<file path="config.mk">
export PLATFORM = sky130hd
export DESIGN_NAME = adcc_top
export DESIGN_NICKNAME = d
export VERILOG_FILES = /design/src/pkg/adcc_pkg.sv /design/src/pkg/adcc_conv_if.sv /design/src/logic/adcc_clk_div.sv /design/src/logic/adcc_sar.sv /design/src/logic/adcc_top.sv
export SDC_FILE = /design/constraint.sdc
export NUM_CORES = 1
export LEC_CHECK = 0
export BUFFER_PORTS_ARGS = -buffer_cell sky130_fd_sc_hd__buf_4
export CAP_MARGIN = 25
export CORE_ASPECT_RATIO = 0.5
export CORE_UTILIZATION = 53
export DETAILED_ROUTE_END_ITERATION = 12
export GPL_ROUTABILITY_DRIVEN = 0
export GPL_TIMING_DRIVEN = 0
export PLACE_DENSITY = 0.8
export SLEW_MARGIN = 20
export SYNTH_ARGS = -nofsm -noshare
export SYNTH_HDL_FRONTEND = slang
export SYNTH_SLANG_ARGS = --single-unit
</file>
<file path="constraint.sdc">
create_clock -name clk_i -period 3 [get_ports clk_i]
set_input_delay 0.3 -clock clk_i [delete_from_list [all_inputs] [get_ports clk_i]]
set_output_delay 0.3 -clock clk_i [all_outputs]
set_load 0.01 [all_outputs]
</file>
<file path="src/pkg/adcc_pkg.sv">
// Constants shared by the converter control block and its sub-modules
package adcc_pkg;
    // Register byte addresses on the Wishbone slave
    localparam logic [3:0] ADDR_CSR      = 4'h0;
    localparam logic [3:0] ADDR_RES_HI   = 4'h4;
    localparam logic [3:0] ADDR_RES_LO   = 4'h8;
    // Field positions
    localparam int         CSR_EOC_BIT   = 7;
    localparam int         CSR_SPEED_BIT = 6;
    localparam int         CSR_CONVERTER_POWER_ON_BIT  = 5;
    localparam int         CSR_CH_LSB    = 0;
    localparam int         LO_SLOW_BIT   = 3;
    // Values after reset
    localparam logic [7:0] CSR_RESET     = 8'h00;
    localparam logic [9:0] RESULT_RESET  = 10'h000;
    // Result width and trial code
    localparam int         RESULT_BITS   = 10;
    localparam logic [9:0] MSB_TRIAL     = 10'h200;
    localparam logic [3:0] MSB_INDEX     = 4'h9;
    // Last count of the converter clock divider
    localparam logic [1:0] DIV_FULL_LAST    = 2'h0;
    localparam logic [1:0] DIV_HALF_LAST    = 2'h1;
    localparam logic [1:0] DIV_QUARTER_LAST = 2'h3;
    // Converter clock ticks per phase
    localparam logic [2:0] SAMPLE_TICKS  = 3'h3;
    localparam logic [2:0] TRIAL_TICKS   = 3'h6;
    // Settling after halt, least time
    localparam int         CLK_PERIOD_NS      = 10;
    localparam int         WAKE_SETTLE_NS     = 1000;
    localparam int         WAKE_SETTLE_CYCLES = (WAKE_SETTLE_NS + CLK_PERIOD_NS - 1) / CLK_PERIOD_NS;
    localparam int         SETTLE_W           = $clog2(WAKE_SETTLE_CYCLES + 1);
    localparam logic [SETTLE_W-1:0] SETTLE_LOAD = SETTLE_W'(WAKE_SETTLE_CYCLES);
endpackage : adcc_pkg

</file>
<file path="src/pkg/adcc_conv_if.sv">
// Carrier between control registers, clock divider and approximation engine
`timescale 1ns/1ps
interface adcc_conv_if;
    logic       slow;
    logic       speed;
    logic       run;
    logic       tick;
    logic       comp;
    logic       busy;
    logic       done;
    logic       sample;
    logic [9:0] code;
    logic [9:0] result;

    modport ctl (output slow, speed, run, comp, input tick, busy, done, sample, code, result);
    modport div (input slow, speed, run, output tick);
    modport sar (input tick, run, comp, output busy, done, sample, code, result);
endinterface : adcc_conv_if

</file>
<file path="src/logic/adcc_clk_div.sv">
// Converter clock enable generator
`timescale 1ns/1ps
module adcc_clk_div (
    input  wire logic clk_i,
    input  wire logic rst_i,
    adcc_conv_if.div  cv
);
    typedef struct packed {
        logic [1:0] cnt;
        logic       tick;
    } adcc_div_state_t;

    adcc_div_state_t st_reg;
    adcc_div_state_t st_next;

    always_comb begin
        logic [1:0] last_cnt;
        last_cnt = adcc_pkg::DIV_HALF_LAST;
        st_next  = st_reg;
        if (cv.slow) begin
            last_cnt = adcc_pkg::DIV_QUARTER_LAST;
        end else if (cv.speed) begin
            last_cnt = adcc_pkg::DIV_FULL_LAST;
        end
        if (!cv.run) begin
            st_next.cnt  = 2'h0;
            st_next.tick = 1'b0;
        end else if (st_reg.cnt >= last_cnt) begin
            st_next.cnt  = 2'h0;
            st_next.tick = 1'b1;
        end else begin
            st_next.cnt  = st_reg.cnt + 2'h1;
            st_next.tick = 1'b0;
        end
    end

    always_ff @(posedge clk_i) begin
        if (rst_i) begin
            st_reg <= '0;
        end else begin
            st_reg <= st_next;
        end
    end

    assign cv.tick = st_reg.tick;
endmodule : adcc_clk_div

</file>
<file path="src/logic/adcc_sar.sv">
// Successive approximation sequencer, repeating while enabled
`timescale 1ns/1ps
module adcc_sar (
    input  wire logic clk_i,
    input  wire logic rst_i,
    adcc_conv_if.sar  cv
);
    typedef enum logic [1:0] {SAR_IDLE, SAR_SAMPLE, SAR_TRIAL} adcc_sar_phase_t;

    typedef struct packed {
        adcc_sar_phase_t phase;
        logic [3:0]      bit_idx;
        logic [2:0]      wait_cnt;
        logic [9:0]      code;
        logic [9:0]      result;
        logic            done;
    } adcc_sar_state_t;

    adcc_sar_state_t st_reg;
    adcc_sar_state_t st_next;

    always_comb begin
        logic [9:0] kept;
        kept         = st_reg.code;
        st_next      = st_reg;
        st_next.done = 1'b0;
        if (!cv.run) begin
            st_next.phase    = SAR_IDLE;
            st_next.code     = 10'h000;
            st_next.wait_cnt = 3'h0;
        end else if (cv.tick) begin
            case (st_reg.phase)
                SAR_IDLE: begin
                    st_next.phase    = SAR_SAMPLE;
                    st_next.wait_cnt = 3'h0;
                end
                SAR_SAMPLE: begin
                    if (st_reg.wait_cnt == adcc_pkg::SAMPLE_TICKS - 3'h1) begin
                        st_next.phase    = SAR_TRIAL;
                        st_next.bit_idx  = adcc_pkg::MSB_INDEX;
                        st_next.code     = adcc_pkg::MSB_TRIAL;
                        st_next.wait_cnt = 3'h0;
                    end else begin
                        st_next.wait_cnt = st_reg.wait_cnt + 3'h1;
                    end
                end
                SAR_TRIAL: begin
                    if (st_reg.wait_cnt == adcc_pkg::TRIAL_TICKS - 3'h1) begin
                        // Input above every trial gives 3FF, below every trial 000
                        if (!cv.comp) begin
                            kept[st_reg.bit_idx] = 1'b0;
                        end
                        st_next.wait_cnt = 3'h0;
                        if (st_reg.bit_idx == 4'h0) begin
                            st_next.result = kept;
                            st_next.done   = 1'b1;
                            st_next.phase  = SAR_SAMPLE;
                            st_next.code   = 10'h000;
                        end else begin
                            kept[st_reg.bit_idx - 4'h1] = 1'b1;
                            st_next.code    = kept;
                            st_next.bit_idx = st_reg.bit_idx - 4'h1;
                        end
                    end else begin
                        st_next.wait_cnt = st_reg.wait_cnt + 3'h1;
                    end
                end
                default: begin
                    st_next.phase = SAR_IDLE;
                end
            endcase
        end
    end

    always_ff @(posedge clk_i) begin
        if (rst_i) begin
            st_reg <= '0;
        end else begin
            st_reg <= st_next;
        end
    end

    assign cv.busy   = st_reg.phase != SAR_IDLE;
    assign cv.sample = st_reg.phase == SAR_SAMPLE;
    assign cv.done   = st_reg.done;
    assign cv.code   = st_reg.code;
    assign cv.result = st_reg.result;
endmodule : adcc_sar

</file>
<file path="src/logic/adcc_top.sv">
// Converter control: Wishbone registers, comparator input, power and halt handling
//
// What this block does
// - Input above high reference reads FFh and 03h
// - Input below low reference reads zero
// - Setting power-on bit starts converting selected channel
// - Conversions repeat back to back while on
// - Each conversion stores result, sets end flag
// - Only reading result high byte clears flag
// - Channel field bits 2:0 select inputs 0-6
// - Clearing bit 5 powers converter off
// - Wait mode leaves converter running
// - Halt disables converter; settle after wake-up
// - High byte read-only, holds result bits 9:2
// - Low byte bits 1:0 hold result bits 1:0
// - Reserved bits read zero, kept clear
// - Clock: /2, undivided, or /4 by slow
// - Reset clears whole control/status register
`timescale 1ns/1ps
module adcc_top (
    input  wire logic        clk_i,
    input  wire logic        rst_i,
    input  wire logic        wb_cyc_i,
    input  wire logic        wb_stb_i,
    input  wire logic        wb_we_i,
    input  wire logic [3:0]  wb_adr_i,
    input  wire logic [3:0]  wb_sel_i,
    input  wire logic [31:0] wb_dat_i,
    output wire logic [31:0] wb_dat_o,
    output wire logic        wb_ack_o,
    input  wire logic        halt_i,
    input  wire logic        comparator_i,
    output wire logic        converter_power_on_o,
    output wire logic        sample_hold_o,
    output wire logic [9:0]  dac_code_o,
    output wire logic [2:0]  input_channel_select_o
);

    ////////////////////////////////////////////////////////////////////////////////////////////////
    // State

    typedef struct packed {
        logic                          ack;
        logic [7:0]                    rdata;
        logic                          eoc;
        logic                          speed;
        logic                          converter_power_on;
        logic [2:0]                    chan;
        logic                          slow;
        logic [9:0]                    result;
        logic [2:0]                    comp_sync;
        logic                          comp_filt;
        logic [adcc_pkg::SETTLE_W-1:0] settle_cnt;
    } adcc_top_state_t;

    adcc_top_state_t st_reg;
    adcc_top_state_t st_next;

    adcc_conv_if cv ();

    logic       bus_req;
    logic       rd_hi;
    logic       rd_lo;
    logic       wr_csr;
    logic       wr_lo;
    logic [7:0] csr_view;
    logic [7:0] lo_view;
    logic [7:0] result_hi;
    logic [1:0] result_lo;

    ////////////////////////////////////////////////////////////////////////////////////////////////
    // Bus decode

    // One ack per take; ack blocks a new take only in the cycle it is high, so a stb still held is taken again
    assign bus_req = wb_cyc_i & wb_stb_i & ~st_reg.ack;
    assign rd_hi   = bus_req & ~wb_we_i & (wb_adr_i == adcc_pkg::ADDR_RES_HI);
    assign rd_lo   = bus_req & ~wb_we_i & (wb_adr_i == adcc_pkg::ADDR_RES_LO);
    assign wr_csr  = bus_req & wb_we_i & wb_sel_i[0] & (wb_adr_i == adcc_pkg::ADDR_CSR);
    assign wr_lo   = bus_req & wb_we_i & wb_sel_i[0] & (wb_adr_i == adcc_pkg::ADDR_RES_LO);

    assign result_hi = st_reg.result[9:2];
    assign result_lo = st_reg.result[1:0];

    // Bits 4:3 always read zero
    assign csr_view = {st_reg.eoc, st_reg.speed, st_reg.converter_power_on, 2'b00, st_reg.chan};
    // Bits 7:4 and 2 always read zero
    assign lo_view  = {4'h0, st_reg.slow, 1'b0, result_lo};

    ////////////////////////////////////////////////////////////////////////////////////////////////
    // Next state

    always_comb begin
        st_next     = st_reg;
        st_next.ack = bus_req;

        // Read data is captured at the take, before any flag clear of the same edge
        if (bus_req & ~wb_we_i) begin
            case (wb_adr_i)
                adcc_pkg::ADDR_CSR:    st_next.rdata = csr_view;
                adcc_pkg::ADDR_RES_HI: st_next.rdata = result_hi;
                adcc_pkg::ADDR_RES_LO: st_next.rdata = lo_view;
                default:               st_next.rdata = 8'h00;
            endcase
        end

        // End flag is not writable; reserved bits are not stored
        if (wr_csr) begin
            st_next.speed = wb_dat_i[adcc_pkg::CSR_SPEED_BIT];
            st_next.converter_power_on  = wb_dat_i[adcc_pkg::CSR_CONVERTER_POWER_ON_BIT];
            st_next.chan  = wb_dat_i[adcc_pkg::CSR_CH_LSB +: 3];
        end
        if (wr_lo) begin
            st_next.slow = wb_dat_i[adcc_pkg::LO_SLOW_BIT];
        end

        // Completion is visible only through this polled flag
        if (rd_hi) begin
            st_next.eoc = 1'b0;
        end
        // A completion in the same cycle as the clearing read wins
        if (cv.done) begin
            st_next.eoc    = 1'b1;
            st_next.result = cv.result;
        end

        // Comparator: a change counts once the second and third stage agree
        st_next.comp_sync = {st_reg.comp_sync[1:0], comparator_i};
        if (st_reg.comp_sync[1] == st_reg.comp_sync[2]) begin
            st_next.comp_filt = st_reg.comp_sync[2];
        end

        // Halt reloads the settle count; conversions wait it out after wake-up
        if (halt_i) begin
            st_next.settle_cnt = adcc_pkg::SETTLE_LOAD;
        end else if (st_reg.settle_cnt != '0) begin
            st_next.settle_cnt = st_reg.settle_cnt - 1'b1;
        end
    end

    always_ff @(posedge clk_i) begin
        if (rst_i) begin
            st_reg       <= '0;
            st_reg.eoc   <= adcc_pkg::CSR_RESET[adcc_pkg::CSR_EOC_BIT];
            st_reg.speed <= adcc_pkg::CSR_RESET[adcc_pkg::CSR_SPEED_BIT];
            st_reg.converter_power_on  <= adcc_pkg::CSR_RESET[adcc_pkg::CSR_CONVERTER_POWER_ON_BIT];
            st_reg.chan  <= adcc_pkg::CSR_RESET[adcc_pkg::CSR_CH_LSB +: 3];
            st_reg.result <= adcc_pkg::RESULT_RESET;
        end else begin
            st_reg <= st_next;
        end
    end

    ////////////////////////////////////////////////////////////////////////////////////////////////
    // Converter engine

    // Wait mode is deliberately not a term: the converter keeps running there
    assign cv.run   = st_reg.converter_power_on & ~halt_i & (st_reg.settle_cnt == '0);
    assign cv.slow  = st_reg.slow;
    assign cv.speed = st_reg.speed;
    assign cv.comp  = st_reg.comp_filt;

    adcc_clk_div u_div (
        .clk_i (clk_i),
        .rst_i (rst_i),
        .cv    (cv.div)
    );

    adcc_sar u_sar (
        .clk_i (clk_i),
        .rst_i (rst_i),
        .cv    (cv.sar)
    );

    ////////////////////////////////////////////////////////////////////////////////////////////////
    // Outputs

    assign wb_dat_o               = {24'h000000, st_reg.rdata};
    assign wb_ack_o               = st_reg.ack;
    // Analog stays powered while settling so the reference can stabilise
    assign converter_power_on_o   = st_reg.converter_power_on & ~halt_i;
    assign sample_hold_o          = cv.sample;
    assign dac_code_o             = cv.code;
    assign input_channel_select_o = st_reg.chan;
endmodule : adcc_top

</file>
---- After elaboration in Yosys (flattened, before gate mapping) ----
Cells that the tools add are included.
cells by class
  mux-type cells .......................... 31
  equality and inequality tests ........... 11
  bitwise logic cells ..................... 20
  $lt $le $gt $ge ......................... 5
  $add $sub $neg .......................... 4
  reduce and logical (&&, ||, !) cells .... 20
operator list
  operator                                                    number
  two-way mux 10 bit                                          7
  case mux 8 bit (3 select lines)                             1
  two-way mux 21 bit                                          1
  case mux 10 bit (2 select lines)                            1
  two-way mux 7 bit                                           2
  two-way mux 6 bit                                           2
  two-way mux 11 bit                                          1
  bitwise AND 1 bit                                           10
  bitwise AND 10 bit                                          1
  less-than comparator 4 x 5 -> 1 bit, second input constant  2
  inverter 10 bit                                             1
  OR 10 bit                                                   1
  case mux 3 bit (3 select lines)                             1
  demux 1 bit (select 4 bit)                                  2
  >= comparator 4 x 1 -> 1 bit, second input constant         2
  logical NOT 4 bit                                           2
  case mux 4 bit (2 select lines)                             1
  AND reduction 4 bit                                         2
  logical NOT 7 bit                                           1
  inverter 1 bit                                              7
  nonzero test 7 bit                                          1
  subtractor 7 x 1 -> 7 bit, second input constant            1
  two-way mux 1 bit                                           6
  two-way mux 3 bit                                           2
  26 further kinds                                            33
storage, ports and cells
  register bits ........................... 70
  word-level logic and storage cells ...... 111
  input bits .............................. 47
  output and inout port bits .............. 48

---- Depth between registers and ports, before layout ----
Gate-level depths: netlist of run 1.
  word-level depth ........................ 15
  depth in mapped cells ................... 9
  gate-level depth less buffers ........... 7

---- Cells and area by module ----
Synthesis of run 1 repeated with hierarchy kept, for this count alone.
unflattened totals
  cell total of the unflattened synthesis .. 445
  area, all modules ....................... 3913.8 sq um
by module, submodules not included
  module        area an instance (sq um)  seq. area each (sq um)  instances  cells an instance
  adcc_top      1889.3                    740.7                   1          206
  adcc_sar      1874.3                    600.6                   1          225
  adcc_clk_div  150.1                     60.1                    1          14

---- Worst setup path before layout of run 1 ----
No wires, ideal clock.
  kind .................................... reg2reg
  start point ............................. register u_sar.st_reg[24] (netlist bit)
  end point ............................... register u_sar.st_reg, in the netlist u_sar.cv.result[9]
  library setup time ...................... 0.132 ns
  required time ........................... 2.868 ns
  setup slack ............................. 0.832 ns
  clock period less this slack ............ 2.168 ns
  arrival ................................. 2.036 ns
  stages on the path, launching flop included .. 9
  path buffers ............................ 2
  cell sequence ........................... dfxtp_1 > inv_1 > ha_1 > clkbuf_1 > or3b_1 > or4_1 > clkbuf_1 > nand2_1 > a21oi_1
between the ends
  longest elaborated chain between the ends .. 11
  elaborated cells between the ends (all ways) .. 14
  classes of those cells .................. 2 x order compare; 7 x mux; 2 x bitwise; 3 x reduce/logical
RTL lines
  item                                                                                                              RTL line        text
  from (decl)                                                                                                       adcc_sar.sv:19  adcc_sar_state_t st_reg;
  from (signal assigned)                                                                                            adcc_sar.sv:79  st_reg <= st_next;
  less-than comparator 4 x 5 -> 1 bit (implied by the code) / >= comparator 4 x 1 -> 1 bit (equally long branches)  adcc_sar.sv:51  kept[st_reg.bit_idx] = 1'b0;
  logical AND 1 bit (implied by the code)                                                                           adcc_sar.sv:51
  two-way mux 1 bit (implied by the code)                                                                           adcc_sar.sv:51
  demux 1 bit (select 4 bit)                                                                                        n/a
  inverter 10 bit (no line)                                                                                         n/a
  bitwise AND 10 bit (no line)                                                                                      n/a
  two-way mux 10 bit                                                                                                adcc_sar.sv:50  if (!cv.comp) begin
  two-way mux 10 bit                                                                                                adcc_sar.sv:48  if (st_reg.wait_cnt == adcc_pkg::TRIAL_TICKS - 3'h1) begin
  two-way mux 10 bit                                                                                                adcc_sar.sv:32  case (st_reg.phase)
  two-way mux 10 bit                                                                                                adcc_sar.sv:31  end else if (cv.tick) begin
  two-way mux 10 bit                                                                                                adcc_sar.sv:27  if (!cv.run) begin
Parallel ways exist; a longest one is shown, timed or not. The select of a mux whose other input is x is not followed.
A chain may end at the register's enable or synchronous reset.

---- Worst setup path after layout of run 1 ----
  start point ............................. register u_sar.st_reg[28] (netlist bit)
  end point ............................... register u_sar.st_reg, in the netlist u_sar.cv.code[1]
between the ends
  longest elaborated chain between the ends .. 3
  elaborated cells between the ends (all ways) .. 7
  classes of those cells .................. 4 x eq/ne; 1 x mux; 2 x reduce/logical
RTL lines
  item                                                                                   RTL line
  == test 2 bit / == test 2 x 1 -> 1 bit (equally long branches)                         adcc_sar.sv:32
  inequality test 2 x 1 -> 1 bit (no line) / nonzero test 2 bit (equally long branches)  n/a
  AND reduction 4 bit (no line)                                                          n/a
Parallel ways exist; a longest one is shown, timed or not.

==> flow_summary.json, run 1 <==
{
  "status": "finished clean",
  "critical_path_class": "flop to flop",
  "cts_resized": 0,
  "avgViaCountPerCell": 5.13,
  "path_cells": "inv_1 -> ha_1 -> or4b_4 -> a31o_2 -> buf_6 -> nor3_4 -> buf_6 -> nand3_1 -> a21oi_1",
  "die_y_um": 61,
  "finalNetCount": 565,
  "grt_max_degree": 12,
  "tritoncts": "done",
  "r2r-end": "u_sar.cv.code[1]",
  "rsz0062_at_grt": "false",
  "hold_buffers": 0,
  "cts_sinks": 70,
  "synthDistinctLibCells": 51,
  "routed_wl_mm": 7.92,
  "ir_worst_vdd_mv": 0.274,
  "finalHoldViolCount": 0,
  "r2r_cells": 9,
  "portBuffers": 39,
  "io_pins": 95,
  "critPathMaxStageDelay_ps": 540,
  "crit_top_cell": "buf_6",
  "setup_ws_ps": 527,
  "cts.clk_slew.worst_paths_ps": 50,
  "cp_max_fo": 10,
  "relSlewSlack_pct": 54.7,
  "synth_edf_count": 0,
  "core_mm2": 0.00670,
  "whs_endpoint": "st_next[9]",
  "skew_ps": 5.80,
  "hpwl_mm": 5.64,
  "postCtsSetupBuffers": 0,
  "die_width_um": 120,
  "dr.pass1.iters": 4,
  "synthFlopType": "dfxtp_1",
  "wire_per_inst_um": 13.1,
  "worst_slew_pin_slew_ps": 679,
  "antenna_found_initial": 0,
  "yosysSeqAreaShare_pct": 38.0,
  "die-area_mm2": 0.00732,
  "diodes": 0,
  "slew_violations": 0,
  "synth-seq-cells": 70,
  "insertion_delay_ps": 330,
  "leakage_nw": 1.74,
  "cts.path.max_buffers": 2,
  "cp-start-kind": "flop",
  "p_per_area_mw_per_mm2": 456,
  "area.growth.synth_to_final_pct": 20.4,
  "place_area_mm2": 0.00418,
  "dp_slack_ps": 578,
  "fin_crit_ps": 2470,
  "drive_above_1_share_pct": 21.9,
  "min_from": "comparator_i",
  "grt_pass1_vias": 2734,
  "min_path_type": "input pin to flop",
  "drc": 0,
  "regToRegSetupSlack_ps": 530,
  "fin_crit_sh_pct": 82.4,
  "htree_levels": 3,
  "whs_ps": 184,
  "endpoint_kind": "flop",
  "cap_violations": 0,
  "fmax_mhz": 404,
  "drt_iter0_markers": 227,
  "setup_viol": 0,
  "cp_slowest_cell": "or4b_4",
  "yosys_warnings": 0,
  "setup_tns_ps": 0,
  "grt-ovfl-total": 0,
  "stdcell_area_mm2": 0.00444,
  "grt_usage_pct": 22.9,
  "initial_utilization_pct": 55.1,
  "crit_required_ps": 3250,
  "fillers": 553,
  "hold_path_depth": 2,
  "worstPathArrival_ps": 2730,
  "cts_made_buffers": 9,
  "r2r-start": "u_sar.st_reg[28]",
  "netlist_instances": 434,
  "ys_async_sr_fraction_pct": 0,
  "avgSynthCellArea_um2": 8.50,
  "rows": 21,
  "grt_pass1_wl_mm": 12.9,
  "finalPower_mw": 2.02,
  "clockRootBuffer": "clkbuf_16",
  "vias": 3094,
  "synthesis.area_mm2": 0.00369,
  "ant_nets": 0
}
==> stage by stage <==
step	std cells	utilization, %
6_report	603	66.3
5_1_grt	603	66.3
4_1_cts	603	66.3
3_5_place_dp	588	62.4
3_3_place_gp	588	62.4
2_1_floorplan	457	-
==> per-layer routing <==
layer	GRT usage (%)	share of wire, %	wire length [um]
met1	29.6	48	3820
met3	6.48	6.3	500
met2	38.2	44	3520
met4	6.43	1.0	82
met5	0	0	0
==> cells in the final DEF (no fill, tap or decap), drive strengths merged, types with 11 or more instances in the layout <==
master	instances
a21oi	40
dfxtp	70
nand2	40
buf	88
ha	11
nor2	48
clkbuf	28
mux2i	24
inv	11
nor3	16
conb	24
nand3	15
==> layout make-up <==
cell class / instances / area [um^2] / area share (%)
Buffer: 66 / 432 / 9.72
Clock buffer: 11 / 233 / 5.24
Clock inverter: 4 / 25.0 / 0.563
Inverter: 11 / 41.3 / 0.930
Multi-Input combinational cell: 310 / 1900 / 42.8
Sequential cell: 70 / 1400 / 31.5
Tap cell: 92 / 115 / 2.59
Timing Repair Buffer: 39 / 293 / 6.59
==> kinds of logic (layout without fill, tap and decap cells) <==
family          Yosys count  in the layout  synth area share [%]
buf+inv                  77            131                  12.8
flops                    70             70                  38.0
compound gates           83             83                  14.2
mux                      25             25                  6.82
xor+xnor                  4              4                 0.950
other cells               1             24                 0.102
fa+ha+maj                11             11                  3.73
simple gates            163            163                  23.4
==> cells in the mapped netlist, types with 2 or more instances <==
master	number	area, um^2
a211oi_1	3	22.5
nand4_1	2	12.5
a311oi_1	3	26.3
nand2b_1	4	25.0
xnor2_1	3	26.3
nand3b_1	4	30.0
or3_1	3	18.8
nor4b_1	2	17.5
dfxtp_1	70	1400
nand2_1	40	150
a22oi_1	9	67.6
inv_1	11	41.3
a2111oi_0	2	17.5
nor3_1	14	70.1
nor2b_1	10	62.6
nor2_1	48	180
buf_6	2	22.5
a21boi_0	6	45.0
a31o_2	2	17.5
nor4_1	3	18.8
buf_4	45	338
buf_1	2	7.51
nor4_4	3	63.8
a21oi_1	40	200
clkbuf_1	17	63.8
ha_1	11	138
mux2i_1	24	240
a31oi_1	4	25.0
nand3_1	14	70.1
or2_1	3	18.8
o21ai_0	9	45.0
and2_1	2	12.5
==> worst max-delay path, delay by kind of cell (launching register included) <==
kind,cells,cell delay [ps]
compound gates,2,410
fa+ha+maj,1,320
buf+inv,3,440
flops,1,370
simple gates,3,870
==> power by group <==
| group | leakage (nW) | internal [mW] | switching [mW] |
|---|---|---|---|
| combinational | 1.05 | 0.0691 | 0.0808 |
| clock | 0.121 | 0.551 | 0.368 |
| sequential | 0.566 | 0.943 | 0.0126 |
==> worst max-delay path by stage <==
stage               cells past startpoint        startpoint            endpoint  slack, ps
floorplan                               8  u_sar.st_reg[24]  u_sar.cv.result[9]        830
global placement                        8  u_sar.st_reg[24]  u_sar.cv.result[2]        610
detailed placement                      8  u_sar.st_reg[24]  u_sar.cv.result[5]        580
CTS                                     9  u_sar.st_reg[28]    u_sar.cv.code[1]        530
global route                            8  u_sar.st_reg[24]  u_sar.cv.result[2]        310
finish                                  9  u_sar.st_reg[28]    u_sar.cv.code[1]        530
No activity file was read; power rests on OpenSTA's default activity.
==> inputs of run 2 (changes only) <==
--- a/config.mk
+++ b/config.mk
@@ -8,11 +8,11 @@
 export BUFFER_PORTS_ARGS = -buffer_cell sky130_fd_sc_hd__buf_4
 export CAP_MARGIN = 25
 export CORE_ASPECT_RATIO = 0.5
-export CORE_UTILIZATION = 53
+export CORE_UTILIZATION = 48
 export DETAILED_ROUTE_END_ITERATION = 12
 export GPL_ROUTABILITY_DRIVEN = 0
 export GPL_TIMING_DRIVEN = 0
-export PLACE_DENSITY = 0.8
+export PLACE_DENSITY = 0.76
 export SLEW_MARGIN = 20
 export SYNTH_ARGS = -nofsm -noshare
 export SYNTH_HDL_FRONTEND = slang
==> constraint.sdc (replaced) <==
create_clock -name clk_i -period 2.1 [get_ports clk_i]
set_input_delay 0.21 -clock clk_i [delete_from_list [all_inputs] [get_ports clk_i]]
set_output_delay 0.21 -clock clk_i [all_outputs]
set_load 0.01 [all_outputs]
==> run 2 against run 1 <==
  * The flow now finishes with violations (setup timing)
  * Clock-buffer cell count is the same
  * Critical path depth shrank 1
  * Clock skew grew 0.75 ps
  * Final area grew 6.4%
  * Register-to-register slack lost 560 ps
  * Sequential power grew 42%
  * Combinational power grew 47%
  * Hold slack lost 97 ps
  * Die area grew 10%
  * Fmax grew 16%
  * Critical path type unchanged
  * Highest routed layer unchanged
==> flow_summary.json, run 2 (synthesized netlist as in run 1, its figures left out) <==
{
  "status": "finished with violations",
  "violations": "setup timing",
  "drive_above_1_share_pct": 29.7,
  "setup_ws_ps": -32.0,
  "io_pins": 95,
  "endpoint_kind": "flop",
  "antenna_found_initial": 0,
  "regToRegSetupSlack_ps": -30,
  "skew_ps": 6.55,
  "crit_required_ps": 2290,
  "core_mm2": 0.00738,
  "p_sw_mw": 0.704,
  "final_common_cell": "buf_4",
  "relSlewSlack_pct": 55.3,
  "cts.path.max_buffers": 2,
  "grt_max_degree": 13,
  "place_area_mm2": 0.00421,
  "fin_crit_ps": 2130,
  "intPower_mw": 2.31,
  "grt_usage_pct": 21.7,
  "pwr-share-seq_pct": 45.3,
  "critPathMaxStageDelay_ps": 490,
  "dr.pass1.iters": 4,
  "avgViaCountPerCell": 5.13,
  "critical_path_class": "flop to flop",
  "use_met1_pct": 28.0,
  "crit_end": "u_sar.st_reg[25]",
  "die-area_mm2": 0.00806,
  "portBuffers": 39,
  "fin_crit_sh_pct": 102,
  "finalNetCount": 578,
  "r2r-start": "u_sar.st_reg[28]",
  "gr-max-usage-layer": "met2",
  "die_width_um": 126,
  "stdcell_area_mm2": 0.00472,
  "finalHoldViolCount": 0,
  "clkPwrFrac_pct": 47.4,
  "diodes": 0,
  "r2r_cells": 8,
  "cap_violations": 0,
  "leakage_nw": 1.85,
  "comb_power_share_pct": 7.3,
  "setup_viol": 7,
  "final_cell_mix": "buf_4 (95), dfxtp_1 (66), nor2_1 (48), nand2_1 (40), a21oi_1 (37)",
  "startpoint": "u_sar.st_reg[28]",
  "use_met3_pct": 4.86,
  "cp_slowest_cell": "or4b_4",
  "ant_nets": 0,
  "rows": 22,
  "whs_ps": 86.4,
  "rsz0062_at_grt": "true",
  "worstPathArrival_ps": 2330,
  "initial_utilization_pct": 50.0,
  "cp-start-kind": "flop",
  "drc": 0,
  "path_cells": "inv_2 -> ha_4 -> or4b_4 -> a31o_4 -> a211oi_4 -> buf_4 -> mux2i_1 -> nor2_1",
  "die_y_um": 64.0,
  "htree_levels": 3,
  "insertion_delay_ps": 330,
  "ir_worst_vdd_mv": 0.447,
  "tritoncts": "done",
  "met2_usage_pct": 36.2,
  "fmax_mhz": 469,
  "cts_made_buffers": 9,
  "p_per_area_mw_per_mm2": 637,
  "cp_max_fo": 4,
  "swShare_pct": 23.4,
  "routed_wl_mm": 8.36,
  "drt_iter0_markers": 293,
  "clockRootBuffer": "clkbuf_16",
  "grt_pass1_wl_mm": 14.0,
  "vias": 3185,
  "wire_per_inst_um": 13.5,
  "hpwl_mm": 5.81,
  "grt-ovfl-total": 0,
  "area.growth.synth_to_final_pct": 28.0,
  "hold_buffers": 0,
  "r2r-end": "u_sar.st_reg[25]",
  "cts.clk_slew.worst_paths_ps": 50,
  "min_path_type": "input pin to flop",
  "worst_slew_pin_slew_ps": 670,
  "finalPower_mw": 3.01,
  "slew_violations": 0,
  "grt_pass1_vias": 2953,
  "cts_sinks": 70
}
-- run 2: cell types whose count changed in the layout (fill, tap and decap cells not counted), sizes merged --
| cell | delta |
|---|---|
| clkbuf | -3 |
| clkinv | +1 |
| buf | +16 |
-- run 2: timing repair --
| action | 4_1_cts | 5_1_grt |
|---|---|---|
| pin swaps | 12 | 8 |
| gates resized for setup | 21 | 19 |
| gates cloned | 1 | 0 |
| setup buffers | 8 | 4 |
| endpoints found under the setup margin | 24 | 25 |
-- run 2: per-layer routing --
layer | wire (um) | share of wire, %
met2 | 3840 | 46
met1 | 3740 | 45
met3 | 663 | 7.9
met5 | 0 | 0
met4 | 119 | 1.4
-- run 2: power by group through the flow --
stage / combinational, mW / sequential [mW] / clock, mW
detailed placement: 0.211 / 1.39 / 0
CTS: 0.214 / 1.37 / 1.43
global route: 0.241 / 1.37 / 1.50
finish: 0.221 / 1.36 / 1.43
global placement: 0.207 / 1.39 / 0
floorplan: 0.160 / 1.39 / 0
-- run 2: stage by stage --
| step | setup TNS [ps] | setup WS (ps) | util [%] | cells |
|---|---|---|---|---|
| floorplan | 0 | 14.8 | - | 457 |
| global placement | -2810 | -174 | 57.1 | 592 |
| detailed placement | -3530 | -238 | 57.1 | 592 |
| CTS | -251 | -49.1 | 62.8 | 617 |
| global route | -593 | -83.2 | 64.0 | 621 |
| finish | -104 | -32.0 | 64.0 | 621 |
-- run 2: final cells by class --
| class | count | area (um^2) |
|---|---|---|
| buffer | 66 | 459 |
| clock buffer | 11 | 253 |
| clock inverter | 5 | 33.8 |
| fill | 627 | 2650 |
| inverter | 11 | 41.3 |
| multi-input combinational | 310 | 2010 |
| sequential | 70 | 1410 |
| tap | 96 | 120 |
| timing repair buffer | 52 | 398 |
-- run 2: worst min path at each step --
stage | start | endpoint | slack [ps] | depth (start not counted)
finish | comparator_i | st_next[9] | 90 | 2
global route | comparator_i | st_next[9] | 110 | 2
CTS | comparator_i | st_next[9] | 90 | 2
detailed placement | comparator_i | st_next[9] | 430 | 2
global placement | comparator_i | st_next[9] | 420 | 2
floorplan | comparator_i | st_next[9] | 340 | 1
-- run 2: worst max-delay path: cells and delay by family, from the launching register on --
family	cells	cell delay [ps]
AOI/OAI and AO/OA	2	550
adders and majority gates	1	150
muxes	1	180
DFF	1	340
and+or+nand+nor	2	550
buffers and inverters	2	230
